`config.mk`:
```
export PLATFORM = sky130hd
export DESIGN_NAME = wsol_status_out
export DESIGN_NICKNAME = d
export VERILOG_FILES = /design/src/shared/wsol_pkg.sv /design/src/logic/wsol_pulse_timer.sv /design/src/logic/wsol_status_out.sv
export VERILOG_INCLUDE_DIRS = /design/src /design/src/shared
export SDC_FILE = /design/constraint.sdc
export NUM_CORES = 1
export LEC_CHECK = 0
export BUFFER_PORTS_ARGS = -buffer_cell sky130_fd_sc_hd__buf_2
export CAP_MARGIN = 20
export CORE_ASPECT_RATIO = 1.5
export CORE_MARGIN = 5
export CORE_UTILIZATION = 52
export CTS_BUF_LIST = sky130_fd_sc_hd__clkbuf_8 sky130_fd_sc_hd__clkbuf_16
export CTS_CLUSTER_DIAMETER = 50
export DETAILED_ROUTE_END_ITERATION = 16
export PLACE_DENSITY = 0.77
export SLEW_MARGIN = 25
export SYNTH_ARGS = -nofsm -noshare
export SYNTH_HDL_FRONTEND = slang
export SYNTH_SLANG_ARGS = --single-unit
```
`constraint.sdc`:
```
create_clock -name pclk -period 2.5 [get_ports pclk]
set_input_delay 0 -clock pclk [delete_from_list [all_inputs] [get_ports pclk]]
set_output_delay 0 -clock pclk [all_outputs]
set_load 0.01 [all_outputs]
```
`src/shared/wsol_consts.svh`:
```
/*
 * Constants of the welder status output block: register offsets, field
 * positions, reset values and timing figures.
 * Assumes inclusion by bare name from the package and the design files.
 */
`ifndef WSOL_CONSTS_SVH
`define WSOL_CONSTS_SVH

// ****************************************************************
// Register offsets (byte addresses)
// ****************************************************************
`define WSOL_OFS_CTRL     8'h00
`define WSOL_OFS_LIMIT_HI 8'h04
`define WSOL_OFS_LIMIT_LO 8'h08
`define WSOL_OFS_HOLDOFF  8'h0C
`define WSOL_OFS_STATUS   8'h10
`define WSOL_OFS_ERROR    8'h14

// ****************************************************************
// Field positions
// ****************************************************************
`define WSOL_CTRL_REPEAT  0
`define WSOL_CTRL_FRESET  1

// ****************************************************************
// Reset values and codes
// ****************************************************************
`define WSOL_RST_LIMIT_HI 16'hFFFF
`define WSOL_RST_LIMIT_LO 16'h0000
`define WSOL_RST_HOLDOFF  16'h0064
`define WSOL_ERR_POWER    8'h23

// ****************************************************************
// Timing
// ****************************************************************
`define WSOL_CLK_NS       50
`define WSOL_TICK_NS      1000000
`define WSOL_TICK_CYC     (`WSOL_TICK_NS / `WSOL_CLK_NS)
`define WSOL_PULSE_MS     20
`define WSOL_PULSE_TICKS  (`WSOL_PULSE_MS * `WSOL_TICK_NS / 1000000)

`endif

```
`src/shared/wsol_pkg.sv`:
```
/*
 * Types of the welder status output block.
 * Assumes wsol_consts.svh is on the include path.
 */
`default_nettype none

package wsol_pkg;
	`include "wsol_consts.svh"

	// ****************************************************************
	// Fault state machine
	// ****************************************************************
	typedef enum logic [2:0] {
		WSOL_HEALTHY  = 3'h1,
		WSOL_FAULTED  = 3'h2,
		WSOL_CLEARING = 3'h4
	} wsol_fault_t;
endpackage : wsol_pkg

`default_nettype wire

```
`src/logic/wsol_pulse_timer.sv`:
```
/*
 * Fixed-width pulse timer counted in timebase ticks.
 * Assumes a one-cycle tick strobe from the parent and a shared clock enable.
 */
`timescale 1ns/100ps
`default_nettype none

module wsol_pulse_timer #(
	parameter int W     = 8,
	parameter int TICKS = 20
) (
	// Clock, reset and enable
	input  wire logic pclk,
	input  wire logic presetn,
	input  wire logic ce,
	// Timing
	input  wire logic tick,
	input  wire logic trigger,
	// Pulse
	output var  logic active
);
	localparam logic [W-1:0] LOAD = W'(TICKS);

	logic [W-1:0] cnt;
	logic [W-1:0] next_cnt;
	logic         next_active;

	// ****************************************************************
	// Countdown from the trigger, one step per tick
	// ****************************************************************
	always_comb begin
		next_cnt    = cnt;
		next_active = active;
		if (trigger) begin
			next_cnt    = LOAD;
			next_active = 1'b1;
		end else if (tick && active) begin
			next_cnt    = cnt - W'(1);
			next_active = (cnt != W'(1));
		end
	end

	always_ff @(posedge pclk or negedge presetn) begin
		if (!presetn) begin
			cnt    <= '0;
			active <= 1'b0;
		end else if (ce) begin
			cnt    <= next_cnt;
			active <= next_active;
		end
	end
endmodule : wsol_pulse_timer

`default_nettype wire

```
`src/logic/wsol_status_out.sv`:
```
/*
 * Contact status outputs of the welder external I/O connector with an
 * APB register slave for monitor limits, hold-off and status.
 * Assumes device inputs are synchronous to pclk; outputs are 1 = contact closed.
 */
// Local design decisions: the register offsets and register access over APB.
// Operation
// RULE1 - Diode status contact closed exactly while pump diode is energised.
// RULE2 - Aiming beam contact closed exactly while the aiming beam emits.
// RULE3 - Ready closes only when emission possible and valid schedule selected.
// RULE4 - Repeat mode drops ready for the hold-off time after each emission.
// RULE5 - Any fault opens the fault contact until a fault reset is accepted.
// RULE6 - Emission contact closed during emission; controller uses it for indication only.
// RULE7 - Shot energy within limits gives a 20 ms monitor-normal pulse.
// RULE8 - Energy out of limits gives 20 ms monitor-fault pulse and power range error.
// RULE9 - Each completed emission gives one 20 ms shot-complete pulse.
// RULE10 - External-accepted contact follows the external control select input.
// RULE11 - External commands are ignored while external-accepted contact is open.
// RULE12 - Controller closes select input; external inputs honoured only while closed.
// RULE13 - Accepted fault reset cancels the alarm once the cause is gone.
// RULE14 - Pulse widths are counted in internal timebase ticks from the event.
// RULE15 - Each monitored shot gives exactly one of normal or fault pulse.
`timescale 1ns/100ps
`default_nettype none
`include "wsol_consts.svh"

module wsol_status_out #(
	parameter int TICK_CYC = `WSOL_TICK_CYC,
	parameter int EW       = 16,
	parameter int NCMD     = 4
) (
	// Clock, reset and enable
	input  wire logic            pclk,
	input  wire logic            presetn,
	input  wire logic            ce,
	// APB slave
	input  wire logic            psel,
	input  wire logic            penable,
	input  wire logic            pwrite,
	input  wire logic [7:0]      paddr,
	input  wire logic [31:0]     pwdata,
	output var  logic [31:0]     prdata,
	output logic                 pready,
	output logic                 pslverr,
	// Device state
	input  wire logic            pump_diode_on,
	input  wire logic            aim_beam_on,
	input  wire logic            emission_on,
	input  wire logic            emission_possible,
	input  wire logic            schedule_valid,
	input  wire logic            fault_event,
	input  wire logic            fault_cause,
	input  wire logic            shot_measured,
	input  wire logic [EW-1:0]   shot_energy,
	// External inputs
	input  wire logic            external_control_select,
	input  wire logic            ext_fault_reset,
	input  wire logic [NCMD-1:0] ext_cmd_in,
	// Contacts and gated commands
	output var  logic            diode_energised_status,
	output var  logic            aim_beam_status,
	output var  logic            ready_status,
	output var  logic            fault_ok_status,
	output var  logic            emission_status,
	output logic                 monitor_normal_status,
	output logic                 monitor_fault_status,
	output logic                 shot_done_status,
	output var  logic            ext_accept_status,
	output var  logic [NCMD-1:0] ext_cmd_out,
	output var  logic            power_range_error
);
	localparam int TW = $clog2(TICK_CYC + 1);

	// ****************************************************************
	// Registers
	// ****************************************************************
	logic                 repeat_mode, next_repeat_mode;
	logic [15:0]          limit_hi, next_limit_hi;
	logic [15:0]          limit_lo, next_limit_lo;
	logic [15:0]          holdoff, next_holdoff;
	logic                 sw_freset, next_sw_freset;
	logic [31:0]          next_prdata;
	logic [TW-1:0]        pre_cnt, next_pre_cnt;
	logic                 tick, next_tick;
	logic [15:0]          hold_cnt, next_hold_cnt;
	logic                 emis_q, next_emis_q;
	logic                 next_power_err;
	logic [NCMD-1:0]      next_ext_cmd;
	wsol_pkg::wsol_fault_t fstate, next_fstate;
	logic                 next_diode, next_aim, next_ready, next_emis, next_accept;
	logic                 setup_ph, wr_en, mapped;
	logic                 shot_end, mon_good, mon_bad, reset_req;
	logic [2:0]           trig, pulse;

	function automatic logic in_limits(input logic [EW-1:0] e, input logic [15:0] hi,
					   input logic [15:0] lo);
		in_limits = (16'(e) <= hi) && (16'(e) >= lo);
	endfunction : in_limits

	function automatic logic is_mapped(input logic [7:0] a);
		is_mapped = (a == `WSOL_OFS_CTRL) || (a == `WSOL_OFS_LIMIT_HI) ||
			    (a == `WSOL_OFS_LIMIT_LO) || (a == `WSOL_OFS_HOLDOFF) ||
			    (a == `WSOL_OFS_STATUS) || (a == `WSOL_OFS_ERROR);
	endfunction : is_mapped

	// ****************************************************************
	// APB slave
	// ****************************************************************
	assign setup_ph = psel && !penable;
	assign mapped   = is_mapped(paddr);
	assign pready   = ce;
	assign pslverr  = psel && penable && !mapped;
	assign wr_en    = ce && psel && penable && pwrite;

	always_comb begin
		next_repeat_mode = repeat_mode;
		next_limit_hi    = limit_hi;
		next_limit_lo    = limit_lo;
		next_holdoff     = holdoff;
		next_sw_freset   = 1'b0;
		next_prdata      = prdata;
		if (wr_en) begin
			case (paddr)
				`WSOL_OFS_CTRL: begin
					next_repeat_mode = pwdata[`WSOL_CTRL_REPEAT];
					next_sw_freset   = pwdata[`WSOL_CTRL_FRESET];
				end
				`WSOL_OFS_LIMIT_HI: next_limit_hi = pwdata[15:0];
				`WSOL_OFS_LIMIT_LO: next_limit_lo = pwdata[15:0];
				`WSOL_OFS_HOLDOFF:  next_holdoff  = pwdata[15:0];
				default: ;
			endcase
		end
		if (setup_ph && !pwrite) begin
			case (paddr)
				`WSOL_OFS_CTRL:     next_prdata = {31'h0, repeat_mode};
				`WSOL_OFS_LIMIT_HI: next_prdata = {16'h0, limit_hi};
				`WSOL_OFS_LIMIT_LO: next_prdata = {16'h0, limit_lo};
				`WSOL_OFS_HOLDOFF:  next_prdata = {16'h0, holdoff};
				`WSOL_OFS_STATUS:   next_prdata = {20'h0, fstate != wsol_pkg::WSOL_HEALTHY,
					ext_accept_status, shot_done_status, monitor_fault_status,
					monitor_normal_status, emission_status, fault_ok_status,
					ready_status, aim_beam_status, diode_energised_status,
					hold_cnt != 16'h0000, emis_q};
				`WSOL_OFS_ERROR:    next_prdata = power_range_error ?
					{24'h0, `WSOL_ERR_POWER} : 32'h0000_0000;
				default:            next_prdata = 32'h0000_0000;
			endcase
		end
	end

	always_ff @(posedge pclk or negedge presetn) begin
		if (!presetn) begin
			repeat_mode <= 1'b0;
			limit_hi    <= `WSOL_RST_LIMIT_HI;
			limit_lo    <= `WSOL_RST_LIMIT_LO;
			holdoff     <= `WSOL_RST_HOLDOFF;
			sw_freset   <= 1'b0;
			prdata      <= 32'h0000_0000;
		end else if (ce) begin
			repeat_mode <= next_repeat_mode;
			limit_hi    <= next_limit_hi;
			limit_lo    <= next_limit_lo;
			holdoff     <= next_holdoff;
			sw_freset   <= next_sw_freset;
			prdata      <= next_prdata;
		end
	end

	// ****************************************************************
	// Timebase, emission edge and hold-off
	// ****************************************************************
	assign shot_end = emis_q && !emission_on;

	always_comb begin
		next_tick    = (pre_cnt == TW'(TICK_CYC - 1));
		next_pre_cnt = next_tick ? '0 : pre_cnt + TW'(1); // RULE14
		next_emis_q  = emission_on;
		next_hold_cnt = hold_cnt;
		if (shot_end)
			next_hold_cnt = holdoff; // RULE4
		else if (tick && hold_cnt != 16'h0000)
			next_hold_cnt = hold_cnt - 16'h0001;
	end

	always_ff @(posedge pclk or negedge presetn) begin
		if (!presetn) begin
			pre_cnt  <= '0;
			tick     <= 1'b0;
			emis_q   <= 1'b0;
			hold_cnt <= 16'h0000;
		end else if (ce) begin
			pre_cnt  <= next_pre_cnt;
			tick     <= next_tick;
			emis_q   <= next_emis_q;
			hold_cnt <= next_hold_cnt;
		end
	end

	// ****************************************************************
	// Fault state and power range error
	// ****************************************************************
	assign mon_good  = shot_measured && in_limits(shot_energy, limit_hi, limit_lo); // RULE15
	assign mon_bad   = shot_measured && !in_limits(shot_energy, limit_hi, limit_lo);
	assign reset_req = ((ext_accept_status && ext_fault_reset) || sw_freset) && !fault_cause;

	always_comb begin
		next_fstate    = fstate;
		next_power_err = power_range_error || mon_bad; // RULE8
		case (fstate)
			wsol_pkg::WSOL_HEALTHY:  if (fault_event || mon_bad)
				next_fstate = wsol_pkg::WSOL_FAULTED; // RULE5
			wsol_pkg::WSOL_FAULTED:  if (reset_req && !fault_event)
				next_fstate = wsol_pkg::WSOL_CLEARING; // RULE13
			wsol_pkg::WSOL_CLEARING: begin
				if (fault_event || mon_bad || fault_cause)
					next_fstate = wsol_pkg::WSOL_FAULTED;
				else if (tick) begin
					next_fstate    = wsol_pkg::WSOL_HEALTHY; // RULE13
					next_power_err = 1'b0;
				end
			end
			default: next_fstate = wsol_pkg::WSOL_FAULTED;
		endcase
	end

	always_ff @(posedge pclk or negedge presetn) begin
		if (!presetn) begin
			fstate            <= wsol_pkg::WSOL_HEALTHY;
			power_range_error <= 1'b0;
		end else if (ce) begin
			fstate            <= next_fstate;
			power_range_error <= next_power_err;
		end
	end

	// ****************************************************************
	// Level contacts and external command gate
	// ****************************************************************
	always_comb begin
		next_diode   = pump_diode_on; // RULE1
		next_aim     = aim_beam_on; // RULE2
		next_emis    = emission_on; // RULE6
		next_accept  = external_control_select; // RULE10 RULE12
		next_ready   = emission_possible && schedule_valid && // RULE3
			       (fstate == wsol_pkg::WSOL_HEALTHY) &&
			       !(repeat_mode && (hold_cnt != 16'h0000)); // RULE4
		next_ext_cmd = ext_accept_status ? ext_cmd_in : '0; // RULE11
	end

	always_ff @(posedge pclk or negedge presetn) begin
		if (!presetn) begin
			diode_energised_status <= 1'b0;
			aim_beam_status        <= 1'b0;
			emission_status        <= 1'b0;
			ext_accept_status      <= 1'b0;
			ready_status           <= 1'b0;
			fault_ok_status        <= 1'b1;
			ext_cmd_out            <= '0;
		end else if (ce) begin
			diode_energised_status <= next_diode;
			aim_beam_status        <= next_aim;
			emission_status        <= next_emis;
			ext_accept_status      <= next_accept;
			ready_status           <= next_ready;
			fault_ok_status        <= (next_fstate == wsol_pkg::WSOL_HEALTHY); // RULE5
			ext_cmd_out            <= next_ext_cmd;
		end
	end

	// ****************************************************************
	// Fixed 20 ms pulses
	// ****************************************************************
	assign trig = {shot_end, mon_bad, mon_good};

	generate
		for (genvar i = 0; i < 3; i++) begin : g_pulse
			wsol_pulse_timer #(
				.W     (8),
				.TICKS (`WSOL_PULSE_TICKS + 1)
			) u_timer (
				.pclk    (pclk),
				.presetn (presetn),
				.ce      (ce),
				.tick    (tick),
				.trigger (trig[i]), // RULE14
				.active  (pulse[i])
			);
		end
	endgenerate

	assign monitor_normal_status = pulse[0] && !pulse[1]; // RULE7 RULE15
	assign monitor_fault_status  = pulse[1]; // RULE8
	assign shot_done_status      = pulse[2]; // RULE9
endmodule : wsol_status_out

`default_nettype wire

```
# Yosys cells after proc, flatten, opt, wreduce, memory -nomap -nowiden
# Index checks and enable logic that the tools add are counted.
# totals
register_bits	155
input_bits	76
out_inout_bits	48
word_cells	129
# op_classes
add_sub_neg	5
magnitude_cmp	2
n_eq_ne	14
mux	28
reduce_logical	56
# op_table
cell	count
16-bit one-hot mux with 6 select lines	1
8-bit two-way mux	6
16-bit two-way mux	2
8-bit by 1-bit != test with 1-bit output, second input constant	3
8-bit by 1-bit subtractor with 8-bit output, second input constant	3
1-bit logical AND	23
8-bit by 4-bit == test with 1-bit output, second input constant	2
8-bit by 5-bit == test with 1-bit output, second input constant	2
16-bit greater-or-equal comparator	1
16-bit less-or-equal comparator	1
16-bit nonzero test	1
16-bit by 1-bit subtractor with 16-bit output, second input constant	1
15-bit by 1-bit adder with 15-bit output, second input constant	1
15-bit == test, second input constant	1
15-bit two-way mux	1
3-bit two-way mux	4
3-bit AND reduction	4
1-bit two-way mux	11
2-bit AND reduction	5
1-bit logical NOT	9
1-bit logical OR	9
3-bit one-hot mux with 3 select lines	1
8-bit by 3-bit == test with 1-bit output, second input constant	1
8-bit logical NOT	1
other kinds (7)	11

# Longest topological paths before layout
# depth
word_depth	9
ltp_mapped	10
ltp_nobuf	8

# Modules after synthesis
# From an unflattened synthesis, not the netlist that was laid out.
# hier_totals
cells_unflattened	802
area_unflattened_um2	7956.4
# by_module_without_submodules
module	n_inst	cells_each	area_per_inst_um2	seq_area_each_um2
wsol_status_out	1	640	6364.9	2829.0
wsol_pulse_timer	3	54	530.5	225.2

# Least setup slack after synthesis
# OpenSTA, ideal clock, no wires.
# synth_timing
kind	reg-to-reg
from	reg hold_cnt[0]
to	reg hold_cnt[14]
arrival_ns	2.596
required_time_ns	2.361
path_slack_ns	-0.236
path_stages_with_launch	10
synth_period_minus_slack_ns	2.736
cell_sequence	dfrtp_1 inv_1 ha_1 or4b_4 or4_1 buf_2 or3_4 o21bai_4 buf_4 o21ai_0
# synth_via
elab_chain_cells	4
word_cells_on_any_way	7
# synth_rtl
element	line	text
start, declared	wsol_status_out.sv:85	logic [15:0] hold_cnt, next_hold_cnt;
start signal, assigned	wsol_status_out.sv:196	hold_cnt <= next_hold_cnt;
parallel branches: the longest is 4 deep, another holds 16-bit by 1-bit subtractor with 16-bit output	-	
# Parallel ways; which one is timed is not known. The select of a mux whose other input is x is not followed.
# A chain may end at the register's enable or synchronous reset.

# Final worst setup path
# layout_timing
from	reg hold_cnt[0]
to	reg hold_cnt[13]
# Same word-level chain as after synthesis.

==> qor.txt <==
unrepaired setup endpoints after global routing = yes
clock root cell = clkbuf_16
total power = 6.00 mW
critical path capture point type = flip-flop
CP Cell Sequence = inv_2 > ha_4 > or4b_4 > or4_4 > or3_4 > o21bai_4 > buf_4 > buf_6 > o21ai_0
post-synthesis sequential area ratio = 46.2%
Rows = 54
Die Wd = 109 microns
yosys warns = 0
Critical Path RT = 2.80 ns
# diodes = 0
Max Slew Vio Count = 0
CTS tree = yes
crit start category = flip-flop
flops & latches, synth = 139
critical path type = reg -> reg
worst rel slew slack = 53.2%
worst setup margin = -0.0553 ns
Post-route DRC = 0
Initial Util = 52.4%
post-synthesis adder-cell area fraction = 6.60%
number of buffers created by CTS = 17
routed vias = 6581
Total Wirelength = 20900 microns
routed len/inst = 18.4 microns
TNS Setup = -0.463 ns
status = complete, but fails checks
CP max stage cell = or4b_4
top_reg_cell synth = dfrtp_1
DR pass1 iterations = 5
vias in the first global route = 6363
H-Tree Depth = 4
Distinct cells, synth = 65
largest family of logic cells by synthesized area = compound AO/OA/AOI/OAI gates
Final HPWL DP = 14800 microns
Arr. time, crit path = 2.86 ns
initial antenna violation count = 0
total leakage power = 4.37 nW
Max-Cap Viols = 0
clock sinks = 139
commonest cells after routing, fill and taps aside = dfrtp_1 (118), buf_2 (90), nand2_1 (74)
Post-Synth Simple-Gate Area = 15.5%
worst skew pair latency = 0.43 ns
Layout Cells excl Fill = 1138
final antenna-violating net count = 0
power per cell area = 631 mW/mm^2
GR Util All Layers = 25.0%
Syn-to-layout area delta = 25.5%
Synth Area in Compound Gates = 16.4%
setup violators final = 12
largest net degree at the start of global routing = 76
HP Class = in -> reg
placed insts = 1066
Top Family by Delay on Critical Path = simple AND/OR/NAND/NOR gates
Gate Count Post-Synth = 782
peak supply drop = 474 uV
drt via density = 5.78
most common cell after layout, fill and taps aside = dfrtp_1
Worst-path clk slew = 0.06 ns
Die Y = 158 microns
Worst Tran Pin Value = 0.702 ns
mux contribution to synthesized area = 5.89%
failing checks = negative setup slack
Crit path buffers/inverters = 3
Top Ports = 124
GPL Wtd Cong = 0.888
clock buffer depth = 2
fraction of layout cells with a size suffix above 1 = 27.6%
die area = 0.0171 sq mm
1st-iter DRT viols = 457
Post-synth EDFFs = 0
Remaining Overflow, GRT = 0
asr flop ratio synth = 100%
final hold vios = 0
dpl ws = -0.0474 ns
worst-path maximum fanout = 6
FMAX = 391 MHz
Max stage delay on crit path = 0.46 ns
Avg Inst Size Synth = 9.69 sq um
global-route wire length before repair = 32800 microns
fin crit period = 2.56 ns
area of the core = 0.0145 sq mm
Final nets = 1045
input/output buffers = 91
Final Cycle Share = 102%
xor and xnor area share after synthesis = 3.12%
Clock Skew = 0.0172 ns
Syn Std Cell Area = 0.00758 sq mm
[power by group]
part / internal [mW] / switching, mW / leakage [nW]
Clock: 1.89 / 0.977 / 0.329
Combinational: 0.287 / 0.370 / 2.36
Sequential: 2.36 / 0.124 / 1.69
[sequential cells by signal, summed over array words and instances (netlist names), 3 cells and up]
| register | flops |
|---|---|
| ext_cmd_out | 4 |
| fstate | 3 |
| g_pulse.u_timer.active | 3 |
| g_pulse.u_timer.cnt | 24 |
| hold_cnt | 16 |
| holdoff | 16 |
| limit_hi | 16 |
| limit_lo | 16 |
| prdata | 16 |
| pre_cnt | 15 |
[path summary, 6_finish.rpt]
kind	startpoint	endpoint	slack (ns)	cells past startpoint
max	hold_cnt[0]	hold_cnt[13]	-0.06	9
min	emission_possible	ready_status	0.01	4
max reg2reg	hold_cnt[0]	hold_cnt[13]	-0.06	9
min reg2reg	prdata[9]	prdata[9]	0.48	2
max in group asynchronous	presetn	tick	1.51	3
min in group asynchronous	presetn	prdata[2]	0.17	2
[final cells by class]
type / count / area, sq um
Multi-Input combinational cell: 555 / 3770
Inverter: 52 / 195
Sequential cell: 139 / 3500
Fill cell: 1169 / 4940
Clock inverter: 14 / 226
Timing Repair Buffer: 164 / 1130
Clock buffer: 18 / 439
Tap cell: 196 / 245
[worst min-delay path: stages]
cell and delay (ns):
buf_2 0.09, nand3_1 0.11, a211oi_1 0.06, a21o_1 0.14
[cell usage after synthesis, drive strengths merged (4+ instances only)]
master,instances,share of area (%)
dfrtp,118,39
nor2,52,2.6
nand4,11,0.91
o21ai,85,5.6
or3,7,0.64
buf,27,2.4
xnor2,19,2.2
nand3,22,1.5
ha,40,6.6
a21o,4,0.40
mux2,37,5.5
clkbuf,24,1.2
nand2,75,3.7
a21oi,37,2.4
xor2,8,0.92
a221oi,4,0.46
inv,52,2.6
or2,6,0.50
and3,7,0.58
nand2b,4,0.33
a22o,16,1.8
dfstp,21,7.3
or4,5,0.50
nor3,18,1.3
and4,4,0.46
nor4,11,0.91
nor2b,4,0.33
a222oi,9,1.2
a22oi,10,0.99
[logic make-up (layout without fill, tap and decap cells)]
kind of cell,after synthesis,in the layout
compound gates,195,195
xor+xnor,27,27
fa+ha+maj,40,40
buf+inv,103,248
flops,139,139
mux,40,40
other cells,1,16
simple gates,237,237
[stage by stage]
| step | utilization, % | instance area [sq um] | hold WS [ns] |
|---|---|---|---|
| after floorplan | - | 7640 | -0.296 |
| after global placement | 57.8 | 8350 | 0.0768 |
| after detailed placement | 57.8 | 8350 | 0.0825 |
| after CTS | 64.8 | 9360 | 0.00136 |
| after global routing | 65.8 | 9520 | 0.0297 |
| final | 65.8 | 9520 | 0.0150 |
[routing by layer]
| metal | routed length [microns] | share of wire [%] | global-route usage [%] |
|---|---|---|---|
| met1 | 8060 | 39 | 30.2 |
| met2 | 10800 | 52 | 42.5 |
| met3 | 1220 | 5.8 | 4.65 |
| met4 | 831 | 4.0 | 12.7 |
| met5 | 0 | 0 | 0 |
[repair_timing]
action / in CTS / in global routing
buffers inserted: 4 / 7
pin swaps: 2 / 10
setup endpoints to repair: 16 / 38
resized for setup: 8 / 31
hold endpoints to repair: 122 / 0
hold buffers: 29 / 0
No activity file was read; power rests on OpenSTA's default activity.
